[config.mk]
export PLATFORM = sky130hd
export DESIGN_NAME = jk_bank
export DESIGN_NICKNAME = d
export VERILOG_FILES = /design/src/inc/jk_bank_pkg.sv /design/src/logic/jk_cell.sv /design/src/logic/jk_bank.sv
export VERILOG_INCLUDE_DIRS = /design/src /design/src/inc
export SDC_FILE = /design/constraint.sdc
export NUM_CORES = 1
export LEC_CHECK = 0
export BUFFER_PORTS_ARGS = -buffer_cell sky130_fd_sc_hd__buf_2
export CAP_MARGIN = 20
export CORE_UTILIZATION = 54
export CTS_CLUSTER_DIAMETER = 30
export DETAILED_ROUTE_END_ITERATION = 7
export PLACE_DENSITY_LB_ADDON = 0.15
export SETUP_SLACK_MARGIN = 0.4
export SKIP_LAST_GASP = 1
export SLEW_MARGIN = 20
export SYNTH_ARGS = -nofsm -noshare
export SYNTH_HDL_FRONTEND = slang
export SYNTH_SLANG_ARGS = --single-unit
[constraint.sdc]
create_clock -name clk_i -period 1.9 [get_ports clk_i]
set_input_delay 0.095 -clock clk_i [delete_from_list [all_inputs] [get_ports clk_i]]
set_output_delay 0.095 -clock clk_i [all_outputs]
set_load 0.01 [all_outputs]
[src/inc/jk_bank_defs.svh]
`ifndef JK_BANK_DEFS_SVH
`define JK_BANK_DEFS_SVH

`define FF_COUNT          6
`define CLK_PERIOD_NS     5
`define RESET_MIN_NS      25
`define RESET_MIN_CYC     ((`RESET_MIN_NS + `CLK_PERIOD_NS - 1) / `CLK_PERIOD_NS)

`define GRP1_MASK_3_3     6'h07
`define GRP1_MASK_4_2     6'h03
`define GRP1_MASK_5_1     6'h01
`define GRP1_MASK_6_0     6'h3F
`define GRP1_MASK_RESET   6'h07

`endif

[src/inc/jk_bank_pkg.sv]
`include "jk_bank_defs.svh"

package jk_bank_pkg;

    typedef enum logic [1:0] {
        GRP_3_3,
        GRP_4_2,
        GRP_5_1,
        GRP_6_0
    } group_cfg_e;

    typedef struct packed {
        logic [`FF_COUNT-1:0] j;
        logic [`FF_COUNT-1:0] k;
        logic [`FF_COUNT-1:0] pulse;
        logic [`FF_COUNT-1:0] rst_n;
    } ff_in_s;

    typedef struct packed {
        logic [`FF_COUNT-1:0] q;
        logic [`FF_COUNT-1:0] qn;
    } ff_out_s;

endpackage

[src/logic/jk_cell.sv]
`timescale 1ns/100ps

module jk_cell (
    input  wire logic clk_i,
    input  wire logic resetn_i,
    input  wire logic pulse_i,
    input  wire logic j_i,
    input  wire logic k_i,
    input  wire logic clear_n_i,
    output logic      q_o,
    output logic      qn_o
);
    logic pulse_d_ff;
    logic j_ff;
    logic k_ff;
    logic q_ff;
    logic qn_ff;
    logic nxt_j;
    logic nxt_k;
    logic nxt_q;
    logic nxt_qn;
    logic rise;
    logic fall;

    always_comb begin
        rise  = pulse_i & ~pulse_d_ff;
        fall  = ~pulse_i & pulse_d_ff;
        // inputs sampled at the leading edge
        nxt_j = rise ? j_i : j_ff;
        nxt_k = rise ? k_i : k_ff;
        nxt_q = q_ff;
        if (!clear_n_i) begin
            nxt_q = 1'b0;
        end else if (fall) begin
            if (q_ff) begin
                nxt_q = ~k_ff;
            end else begin
                nxt_q = j_ff;
            end
        end
        nxt_qn = ~nxt_q;
    end

    always_ff @(posedge clk_i or negedge resetn_i) begin
        if (!resetn_i) begin
            pulse_d_ff <= 1'b0;
            j_ff       <= 1'b0;
            k_ff       <= 1'b0;
            q_ff       <= 1'b0;
            qn_ff      <= 1'b1;
        end else begin
            pulse_d_ff <= pulse_i;
            j_ff       <= nxt_j;
            k_ff       <= nxt_k;
            q_ff       <= nxt_q;
            qn_ff      <= nxt_qn;
        end
    end

    assign q_o  = q_ff;
    assign qn_o = qn_ff;
endmodule

[src/logic/jk_bank.sv]
`timescale 1ns/100ps
`include "jk_bank_defs.svh"

//Contract
// - Six independent J-K flip-flops serve as buffers, control bits, shift or count stages.
// - At pulse end a zero sets if J is high, a one clears if K is high, else state holds.
// - With J and K both high the flip-flop toggles on every clock pulse.
// - New state shows after the pulse's falling edge, never at its rising edge.
// - A low reset held at least 25 ns zeroes its flip-flop whatever the clock, J and K.
// - Two group clear lines cover the six flip-flops, jumpered as 3/3, 4/2, 5/1 or 6/0.
// - By default clear line 1 resets flip-flops 0 to 2 and clear line 2 resets 3 to 5.
// - In 4/2 line 1 clears 0-1 and line 2 clears 2-5; in 5/1 line 1 clears only 0.
module jk_bank #(
    parameter int NUM_FF = `FF_COUNT
) (
    input  wire logic                   clk_i,
    input  wire logic                   resetn_i,
    input  wire jk_bank_pkg::ff_in_s    ff_i,
    input  wire logic                   clear1_n_i,
    input  wire logic                   clear2_n_i,
    input  wire jk_bank_pkg::group_cfg_e group_cfg_i,
    output jk_bank_pkg::ff_out_s        ff_o
);
    import jk_bank_pkg::*;

    logic [NUM_FF-1:0] grp1_mask_ff;
    logic [NUM_FF-1:0] nxt_grp1_mask;
    logic [NUM_FF-1:0] clear_n;
    logic [NUM_FF-1:0] q_w;
    logic [NUM_FF-1:0] qn_w;

    // jumper split decode
    always_comb begin
        unique case (group_cfg_i)
            GRP_3_3: nxt_grp1_mask = NUM_FF'(`GRP1_MASK_3_3);
            GRP_4_2: nxt_grp1_mask = NUM_FF'(`GRP1_MASK_4_2);
            GRP_5_1: nxt_grp1_mask = NUM_FF'(`GRP1_MASK_5_1);
            GRP_6_0: nxt_grp1_mask = NUM_FF'(`GRP1_MASK_6_0);
        endcase
    end

    always_ff @(posedge clk_i or negedge resetn_i) begin
        if (!resetn_i) begin
            grp1_mask_ff <= NUM_FF'(`GRP1_MASK_RESET);
        end else begin
            grp1_mask_ff <= nxt_grp1_mask;
        end
    end

    always_comb begin
        for (int n = 0; n < NUM_FF; n++) begin
            // own reset combined with the selected group line
            clear_n[n] = ff_i.rst_n[n] &
                         (grp1_mask_ff[n] ? clear1_n_i : clear2_n_i);
        end
    end

    for (genvar g = 0; g < NUM_FF; g++) begin : g_ff
        jk_cell u_cell (
            .clk_i    (clk_i),
            .resetn_i (resetn_i),
            .pulse_i  (ff_i.pulse[g]),
            .j_i      (ff_i.j[g]),
            .k_i      (ff_i.k[g]),
            .clear_n_i(clear_n[g]),
            .q_o      (q_w[g]),
            .qn_o     (qn_w[g])
        );
    end

    assign ff_o = {q_w, qn_w};

    // helper capture of J and K at the leading edge, read only by checks
    logic [NUM_FF-1:0] chk_j_ff;
    logic [NUM_FF-1:0] chk_k_ff;
    logic [NUM_FF-1:0] chk_pulse_ff;

    always_ff @(posedge clk_i or negedge resetn_i) begin
        if (!resetn_i) begin
            chk_j_ff     <= '0;
            chk_k_ff     <= '0;
            chk_pulse_ff <= '0;
        end else begin
            chk_pulse_ff <= ff_i.pulse;
            for (int n = 0; n < NUM_FF; n++) begin
                if (ff_i.pulse[n] && !chk_pulse_ff[n]) begin
                    chk_j_ff[n] <= ff_i.j[n];
                    chk_k_ff[n] <= ff_i.k[n];
                end
            end
        end
    end

    for (genvar a = 0; a < NUM_FF; a++) begin : g_chk

    end
endmodule

==> qor_table.md, run 1 <==
| Item | Value |
|:---|:---|
| Clock-pin slew on the worst setup and hold paths | 100 ps |
| Cell count after synthesis | 100 |
| Height of the chip | 52.8 µm |
| Io pins | 42 |
| Hold Slack | 24.3 ps |
| Element type at the critical path end | flop |
| Slew at the pin closest to its max-slew limit | 696 ps |
| TritonCTS clock tree | built |
| Crit Path Class | reg -> reg |
| Number of clock sinks | 33 |
| # H-tree levels | 2 |
| Net count reported at finish | 194 |
| Max-Slew Margin vs Limit | 53.6% |
| Routed met1 length | 1070 µm |
| Synth Area per Inst | 13.9 µm² |
| DRC violation total after the first TritonRoute iteration | 12 |
| Worst setup skew after layout | 8.70 ps |
| Power density cells | 763 nW/µm² |
| Number of antenna violations at the first check in global routing | 0 |
| Final setup violation count | 0 |
| Post-DRT Antenna Nets | 0 |
| Run status | completed |
| Total negative setup slack | 0 ps |
| Summed instance area of the synthesized netlist | 1390 µm² |
| Shortest clock period the worst path allows after layout | 1140 ps |
| Final max-slew violation count | 0 |
| Met3 layer wire length in the routed design | 136 µm |
| Leading cell types in the layout, fill and taps excluded | sky130_fd_sc_hd__buf_2, sky130_fd_sc_hd__dlygate4sd3_1, sky130_fd_sc_hd__dfrtp_1, sky130_fd_sc_hd__mux2_2, sky130_fd_sc_hd__dfstp_2 |
| WL final | 2590 µm |
| Initial core utilization | 56.8% |
| Detailed Routing Iterations Pass 1 | 6 |
| Cell Chain, Critical Path | mux2_2, nand2_1, a311o_1 |
| First-pass GRT wire length | 4020 µm |
| Largest stage delay on the critical path | 540 ps |
| CTS max path bufs | 2 |
| Area of the die | 2790 µm² |
| Port Buffers | 41 |
| Placer Congestion | 0.697 |
| Setup slack of the critical path after layout | 757 ps |
| Cell type with the highest aggregate area in the netlist | sky130_fd_sc_hd__dfrtp_1 |
| Estimated wirelength of the detail-placed design | 1640 µm |
| Top area cells in the synthesized netlist | sky130_fd_sc_hd__dfrtp_1, sky130_fd_sc_hd__dfstp_2, sky130_fd_sc_hd__mux2_2 |
| Clock insertion delay at the later pin of the skew report | 330 ps |
| Fraction of layout instances using a drive strength above 1 | 45.4% |
| Total number of vias | 1,007 |
| TritonCTS Buffers | 5 |
| Routed WL per cell | 13.4 µm |
| Max stage delay cell, worst path | sky130_fd_sc_hd__dfstp_2 |
| Uppermost layer routed | met4 |
| Sequential area share after synthesis | 60.0% |
| Ant diodes | 0 |
| Total met2 wirelength after detailed routing | 1350 µm |
| HP Start | group_cfg_i[1] |
| Per-cell via count in the routed design | 5.22 |
| Horiz. Die Dim | 52.8 µm |
| Via count of the first global-routing pass | 1,014 |
| Largest net degree at the start of global routing | 34 |
| Leading cell type in the layout, fill and taps excluded | sky130_fd_sc_hd__buf_2 |
| Data arrival, critical path | 1410 ps |
| Fin. Hold Viols | 0 |
| Worst setup slack after placement | 802 ps |
| Worst hold path class | in -> reg |
| Max FO, Critical Path | 2 |
| Net count after synthesis | 132 |
| Critical Path Source | grp1_mask_ff[2] |
| Root buffer selected by CTS | sky130_fd_sc_hd__clkbuf_4 |
| Synth top area share | 44.9% |
| GRT overflow | 0 |
| Static leakage power | 0.000880 µW |
| Kind of launch point of the worst setup path | flop |
| Setup repair after global routing missed its margin | false |
| Period Utilization, post-route | 60.2% |
| Core area | 2450 µm² |
| Required time worst endpoint | 2170 ps |
| Placement Rows | 18 |
| GRT Overall Usage | 20.9% |
| Synth unique cells | 20 |
| Residual DRC | 0 |
| Max-Cap Viols | 0 |
| Synthesis-to-finish area growth | 34.6% |
| Start of the worst register-to-register path | grp1_mask_ff[2] |
| Maximum vdd drop | 0.738 mV |
| Number of synthesized register bits | 33 |
| Setup slack of the most critical reg-to-reg path | 760 ps |
| Warnings, synthesis | 0 |
| Achievable Freq | 875 MHz |
per-layer routing:
metal  track usage (%)  vias to the layer above
li1                  -                      471
met1              22.6                      489
met2              36.5                       43
met3              8.12                        4
met4              7.89                        0
met5                 0                        -
logic make-up (layout without fill, tap and decap cells):
| kind of cell | Yosys count | count (layout) | share of synthesized area, % |
|---|---|---|---|
| buffers and inverters | 14 | 77 | 7.00 |
| AOI/OAI and AO/OA | 10 | 10 | 5.03 |
| adders and majority gates | 2 | 2 | 1.80 |
| and+or+nand+nor | 26 | 26 | 14.1 |
| DFF | 33 | 33 | 60.0 |
| muxes | 15 | 15 | 12.1 |
registers in the layout, summed over array words and instances, names as in the netlist:
signal,flops
grp1_mask_ff,3
g_ff.u_cell.pulse_d_ff,6
g_ff.u_cell.q_o,6
g_ff.u_cell.k_ff,6
g_ff.u_cell.qn_o,6
g_ff.u_cell.j_ff,6
what timing repair did:
item,in CTS,in global routing
endpoints found under the setup margin,0,1
gates resized for setup,0,0
buffers inserted,0,0
hold buffers,26,1
endpoints found under the hold margin,49,1
layout make-up:
class	count	area, µm²
Clock buffer	7	65.1
Clock inverter	1	5.00
Fill cell	169	578
Inverter	2	7.51
Multi-Input combinational cell	53	460
Sequential cell	33	836
Tap cell	30	37.5
Timing Repair Buffer	67	465
cells in the mapped netlist:
cell                       instances
sky130_fd_sc_hd__a311oi_1          2
sky130_fd_sc_hd__nand3_1           4
sky130_fd_sc_hd__and3_1            1
sky130_fd_sc_hd__mux2_2           15
sky130_fd_sc_hd__dfrtp_1          25
sky130_fd_sc_hd__inv_1             2
sky130_fd_sc_hd__a21oi_1           5
sky130_fd_sc_hd__dfstp_2           8
sky130_fd_sc_hd__and4bb_1          1
sky130_fd_sc_hd__ha_1              2
sky130_fd_sc_hd__and2b_1           2
sky130_fd_sc_hd__and4b_1           3
sky130_fd_sc_hd__nand4b_1          3
sky130_fd_sc_hd__nand3b_1          1
sky130_fd_sc_hd__nand2_1           2
sky130_fd_sc_hd__buf_4            12
sky130_fd_sc_hd__a311o_1           2
sky130_fd_sc_hd__nor2b_4           2
sky130_fd_sc_hd__nor2b_1           7
sky130_fd_sc_hd__a21o_1            1
path summary, 6_finish.rpt:
path | cells after the start | end
setup reg to reg | 3 | g_ff[2].u_cell.qn_o
max in group asynchronous | 2 | g_ff[5].u_cell.k_ff
hold / removal | 3 | grp1_mask_ff[1]
setup / recovery | 3 | g_ff[2].u_cell.qn_o
hold reg to reg | 1 | g_ff[1].u_cell.q_o
min in group asynchronous | 2 | g_ff[3].u_cell.pulse_d_ff
power by group:
group / internal (µW) / switching, µW
Clock: 214 / 228
Combinational: 121 / 74.0
Sequential: 764 / 30.7
Total: 1100 / 333
critical path, delay by kind of cell, from the launching register on:
kind	cells	cell delay, ps
flip-flops	1	540
AO/OA/AOI/OAI	1	130
multiplexers	1	320
AND/OR/NAND/NOR	1	100
through the flow:
stage          total power [µW]  area [µm²]  util, %  cells
3_5_place_dp                961        1550     63.0    159
5_1_grt                    1510        1880     76.5    193
2_1_floorplan               896        1390        -    100
4_1_cts                    1450        1880     76.5    193
6_report                   1430        1880     76.5    193
3_3_place_gp                952        1550     63.0    159
Note: power is estimated with default switching activity, not from simulation.
==> run 2, diff against run 1 <==
--- a/config.mk
+++ b/config.mk
@@ -8,7 +8,7 @@
 export LEC_CHECK = 0
 export BUFFER_PORTS_ARGS = -buffer_cell sky130_fd_sc_hd__buf_2
 export CAP_MARGIN = 20
-export CORE_UTILIZATION = 54
+export CORE_UTILIZATION = 50
 export CTS_CLUSTER_DIAMETER = 30
 export DETAILED_ROUTE_END_ITERATION = 7
 export PLACE_DENSITY_LB_ADDON = 0.15
==> constraint.sdc (replaced) <==
create_clock -name clk_i -period 1.17 [get_ports clk_i]
set_input_delay 0.0585 -clock clk_i [delete_from_list [all_inputs] [get_ports clk_i]]
set_output_delay 0.0585 -clock clk_i [all_outputs]
set_load 0.01 [all_outputs]
==> run 2 against run 1 <==
Net effect: combinational power increased by 120%; largest power group unchanged; highest routed layer unchanged; core utilization grew 7.0 points; power increased by 71%.
==> qor_table.md, run 2 (synthesized netlist as in run 1, its figures left out) <==
| Item | Value |
|:---|:---|
| Total number of vias | 1,021 |
| Run status | completed |
| Io pins | 42 |
| HP Start | clear1_n_i |
| Placer Congestion | 0.676 |
| Residual DRC | 0 |
| Area of the die | 3000 µm² |
| Estimated wirelength of the detail-placed design | 1700 µm |
| Max FO, Critical Path | 2 |
| TritonCTS Buffers | 5 |
| Max-Slew Margin vs Limit | 83.4% |
| Period Utilization, post-route | 91.9% |
| Fraction of the core area covered by cells at the end of the flow | 83.4% |
| Horiz. Die Dim | 54.8 µm |
| Path depth of the worst reg2reg path | 3 |
| First-pass GRT wire length | 4420 µm |
| Ant diodes | 0 |
| Crit Path Class | reg -> reg |
| Leading cell type in the layout, fill and taps excluded | sky130_fd_sc_hd__buf_2 |
| Max stage delay cell, worst path | sky130_fd_sc_hd__dfstp_2 |
| Routed WL per cell | 14.9 µm |
| Start of the worst register-to-register path | grp1_mask_ff[1] |
| Required time worst endpoint | 1430 ps |
| Total negative setup slack | 0 ps |
| Power density cells | 1150 nW/µm² |
| Final max-slew violation count | 0 |
| Hold-critical path depth | 2 |
| Max-Cap Viols | 0 |
| Clock insertion delay at the later pin of the skew report | 330 ps |
| Endpoint of the most critical register-to-register path | g_ff[1].u_cell.qn_o |
| Cell count after placement | 160 |
| Number of clock sinks | 33 |
| Fraction of layout instances using a drive strength above 1 | 55.6% |
| Largest net degree at the start of global routing | 18 |
| Core area | 2540 µm² |
| Maximum vdd drop | 1.24 mV |
| Detailed Routing Iterations Pass 1 | 4 |
| Leading cell types in the layout, fill and taps excluded | sky130_fd_sc_hd__buf_2, sky130_fd_sc_hd__dlygate4sd3_1, sky130_fd_sc_hd__dfrtp_1, sky130_fd_sc_hd__mux2_4, sky130_fd_sc_hd__dfstp_2 |
| Element type at the critical path end | flop |
| Clock-pin slew on the worst setup and hold paths | 100 ps |
| Root buffer selected by CTS | sky130_fd_sc_hd__clkbuf_4 |
| # H-tree levels | 2 |
| Hold EP | g_ff[0].u_cell.q_o |
| Placement Rows | 18 |
| Net count reported at finish | 202 |
| Per-cell via count in the routed design | 5.08 |
| Fin. Hold Viols | 0 |
| Post-route non-filler standard cell count | 201 |
| Hold Slack | 40.7 ps |
| GRT Overall Usage | 22.4% |
| Slew at the pin closest to its max-slew limit | 249 ps |
| Count of buffering cells on the critical path with inverters included | 0 |
| GRT overflow | 0 |
| Shortest clock period the worst path allows after layout | 1070 ps |
| CP top delay family | flip-flops |
| Post-DRT Antenna Nets | 0 |
| Initial core utilization | 54.8% |
| WL final | 3000 µm |
| Synthesis-to-finish area growth | 52.3% |
| TritonCTS clock tree | built |
| Setup repair after global routing missed its margin | true |
| Cell Chain, Critical Path | mux2_4, nand2_2, a311o_1 |
| Kind of launch point of the worst setup path | flop |
| Height of the chip | 54.8 µm |
| CTS max path bufs | 2 |
| Worst hold path class | in -> reg |
| DRC violation total after the first TritonRoute iteration | 4 |
| Final setup violation count | 0 |
| Number of antenna violations at the first check in global routing | 0 |
| Largest stage delay on the critical path | 540 ps |
| Achievable Freq | 930 MHz |
| Via count of the first global-routing pass | 1,038 |
| Setup slack of the most critical reg-to-reg path | 100 ps |
| Data arrival, critical path | 1340 ps |
| Static leakage power | 0.00104 µW |
| Worst setup skew after layout | 5.94 ps |
| Port Buffers | 41 |
[run 2: how the worst max path moves through the flow]
stage                          end  slack, ps  cells past startpoint             from
6_report       g_ff[1].u_cell.qn_o        100                      3  grp1_mask_ff[1]
5_1_grt         g_ff[2].u_cell.q_o         70                      3  grp1_mask_ff[2]
4_1_cts        g_ff[1].u_cell.qn_o        100                      3  grp1_mask_ff[1]
3_5_place_dp    g_ff[2].u_cell.q_o        110                      3  grp1_mask_ff[2]
3_3_place_gp   g_ff[1].u_cell.qn_o        140                      3  grp1_mask_ff[1]
2_1_floorplan  g_ff[1].u_cell.qn_o        140                      3  grp1_mask_ff[1]
[run 2: metal layers]
layer	vias to the layer above	routed length, µm	track usage [%]
met5	-	0	0
met4	0	54	8.97
met3	7	118	9.44
met2	30	1580	37.8
met1	496	1240	24.7
li1	488	-	-
[run 2: worst reg2reg max path, cell delays in order, from the launching register on]
cell	delay (ps)
sky130_fd_sc_hd__dfstp_2	540
sky130_fd_sc_hd__mux2_4	150
sky130_fd_sc_hd__nand2_2	50
sky130_fd_sc_hd__a311o_1	270
[run 2: what timing repair did]
item | 4_1_cts | 5_1_grt
setup buffers | 2 | 3
setup endpoints to repair | 36 | 37
pin swaps | 5 | 1
gates cloned | 0 | 0
endpoints found under the hold margin | 58 | 0
gates resized for setup | 25 | 9
hold buffers | 28 | 0
[run 2: area by class of cell]
cell class              count  area, µm²
fillers                   147        422
well taps                  30       37.5
clock buffers               7       65.1
flip-flops and latches     33        836
repair buffers             75        589
clock inverters             1       5.00
inverters                   2       7.51
multi-input cells          53        583
[run 2: power by group]
group | switching, µW | total [µW] | internal [µW]
Sequential | 65.6 | 1310 | 1240
Clock | 373 | 721 | 348
Combinational | 144 | 423 | 278
Total | 583 | 2450 | 1870
[run 2: metrics by stage]
stage	cell area (µm²)	setup slack, ps	power [µW]
2_1_floorplan	1430	144	1480
3_3_place_gp	1600	135	1580
3_5_place_dp	1600	113	1590
4_1_cts	2060	101	2450
5_1_grt	2120	66.4	2570
6_report	2120	95.3	2450
==> run 3, diff against run 2 <==
--- a/config.mk
+++ b/config.mk
@@ -12,6 +12,7 @@
 export CTS_CLUSTER_DIAMETER = 30
 export DETAILED_ROUTE_END_ITERATION = 7
 export PLACE_DENSITY_LB_ADDON = 0.15
+export RECOVER_POWER = 25
 export SETUP_SLACK_MARGIN = 0.4
 export SKIP_LAST_GASP = 1
 export SLEW_MARGIN = 20
==> run 3 against run 2 <==
Net effect: first-iteration DRC count stayed put; count of clock-buffer cells in the layout stayed put; clock power hardly changed; global-route usage stayed put; worst hold slack hardly changed; flip-flop and latch count stayed put; wire length is 0.20% higher; cell count stayed put.
==> qor_table.md, run 3 (synthesized netlist as in run 1, its figures left out) <==
| Item | Value |
|:---|:---|
| Setup repair after global routing missed its margin | true |
| Core area | 2540 µm² |
| Setup slack of the most critical reg-to-reg path | 100 ps |
| Shortest clock period the worst path allows after layout | 1070 ps |
| Largest net degree at the start of global routing | 18 |
| Final max-slew violation count | 0 |
| GRT Overall Usage | 22.4% |
| Clock insertion delay at the later pin of the skew report | 330 ps |
| WL final | 3010 µm |
| Internal power | 1870 µW |
| Filler cell count in the final layout | 150 |
| Post-DRT Antenna Nets | 0 |
| Data arrival, critical path | 1340 ps |
| First-pass GRT wire length | 4420 µm |
| DRC violation total after the first TritonRoute iteration | 4 |
| Placement Rows | 18 |
| Final setup violation count | 0 |
| Power density cells | 1160 nW/µm² |
| Slew at the pin closest to its max-slew limit | 443 ps |
| Max-Cap Viols | 0 |
| Number of clock sinks | 33 |
| TritonCTS Buffers | 5 |
| Net load switching power | 583 µW |
| Path depth of the worst reg2reg path | 3 |
| Number of antenna violations at the first check in global routing | 0 |
| Required time worst endpoint | 1430 ps |
| GRT overflow | 0 |
| Worst setup skew after layout | 6.08 ps |
| Crit Path Class | reg -> reg |
| Share of power burned in registers | 53.4% |
| Residual DRC | 0 |
| Period Utilization, post-route | 91.9% |
| Per-cell via count in the routed design | 5.08 |
| # H-tree levels | 2 |
| Placer Congestion | 0.676 |
| Port Buffers | 41 |
| Io pins | 42 |
| Fraction of layout instances using a drive strength above 1 | 53.8% |
| Switching Fraction | 23.8% |
| Total negative setup slack | 0 ps |
| Portion of total power attributed to combinational logic | 17.2% |
| Element type at the critical path end | flop |
| Clock share of power | 29.4% |
| Maximum vdd drop | 1.24 mV |
| Fin. Hold Viols | 0 |
| Worst hold path class | in -> reg |
| Leading cell type in the layout, fill and taps excluded | sky130_fd_sc_hd__buf_2 |
| Achievable Freq | 931 MHz |
| Initial core utilization | 54.8% |
| Detailed Routing Iterations Pass 1 | 4 |
| Height of the chip | 54.8 µm |
| Post-route non-filler standard cell count | 201 |
| TritonCTS clock tree | built |
| Routed WL per cell | 15.0 µm |
| Start of the worst register-to-register path | grp1_mask_ff[1] |
| Static leakage power | 0.00103 µW |
| Total number of vias | 1,022 |
| Via count of the first global-routing pass | 1,038 |
| Max FO, Critical Path | 2 |
| Cell count after placement | 160 |
| Synthesis-to-finish area growth | 51.9% |
| Net count reported at finish | 202 |
| Endpoint of the most critical setup path | g_ff[1].u_cell.qn_o |
| Endpoint of the most critical register-to-register path | g_ff[1].u_cell.qn_o |
| Root buffer selected by CTS | sky130_fd_sc_hd__clkbuf_4 |
| CTS max path bufs | 2 |
| Horiz. Die Dim | 54.8 µm |
| Run status | completed |
| Kind of launch point of the worst setup path | flop |
| Clock-pin slew on the worst setup and hold paths | 100 ps |
| Critical Path Source | grp1_mask_ff[1] |
| Area of the die | 3000 µm² |
| Leading cell types in the layout, fill and taps excluded | sky130_fd_sc_hd__buf_2, sky130_fd_sc_hd__dlygate4sd3_1, sky130_fd_sc_hd__dfrtp_1, sky130_fd_sc_hd__mux2_4, sky130_fd_sc_hd__dfstp_2 |
| Estimated wirelength of the detail-placed design | 1700 µm |
| Max-Slew Margin vs Limit | 70.5% |
| Ant diodes | 0 |
[run 3: repair_timing]
action | 4_1_cts | 5_1_grt
endpoints found under the setup margin | 36 | 37
endpoints found under the hold margin | 58 | 0
setup buffers | 2 | 3
gates resized for setup | 25 | 9
pin swaps | 5 | 1
hold buffers | 28 | 0
[run 3: per-stage QoR]
step | instance area [µm²] | power [µW] | hold WS (ps) | utilization [%] | worst slack (ps)
floorplan | 1430 | 1480 | -237 | - | 144
global placement | 1600 | 1580 | 0.841 | 62.8 | 135
detailed placement | 1600 | 1590 | 0.584 | 62.8 | 113
CTS | 2060 | 2450 | 28.5 | 81.0 | 101
global route | 2120 | 2560 | 36.3 | 83.2 | 66.4
finish | 2120 | 2450 | 41.0 | 83.2 | 95.3
[run 3: power by group through the flow]
stage	Clock [µW]	Sequential, µW	Combinational [µW]
3_3_place_gp	0	1310	270
6_report	721	1310	421
3_5_place_dp	0	1310	280
4_1_cts	750	1300	400
2_1_floorplan	0	1300	179
5_1_grt	790	1320	456
[run 3: critical path: stages (launching register included)]
cell and delay, ps:
sky130_fd_sc_hd__dfstp_2 540, sky130_fd_sc_hd__mux2_4 150, sky130_fd_sc_hd__nand2_2 50, sky130_fd_sc_hd__a311o_1 270
[run 3: final cells by class]
class                      instances  area, µm²  share of cell area (%)
sequential                        33        836                    39.5
multi-input combinational         53        583                    27.5
timing repair buffer              75        583                    27.5
clock buffer                       7       65.1                    3.07
tap                               30       37.5                    1.77
inverter                           2       7.51                   0.355
clock inverter                     1       5.00                   0.236
[run 3: worst min path at each step]
stage | slack [ps] | startpoint | endpoint | cells after the start
6_report | 40 | clear1_n_i | g_ff[0].u_cell.q_o | 2
5_1_grt | 40 | clear1_n_i | g_ff[0].u_cell.q_o | 2
4_1_cts | 30 | clear1_n_i | g_ff[0].u_cell.q_o | 2
3_5_place_dp | 0.6 | resetn_i | g_ff[3].u_cell.pulse_d_ff | 1
3_3_place_gp | 0.8 | resetn_i | g_ff[3].u_cell.pulse_d_ff | 1
2_1_floorplan | -240 | resetn_i | g_ff[0].u_cell.j_ff | 0
[run 3: routing by layer]
layer	up-vias	wire length [µm]	track usage [%]
li1	488	-	-
met1	497	1250	24.7
met2	30	1580	37.8
met3	7	119	9.44
met4	0	54	8.97
met5	-	0	0
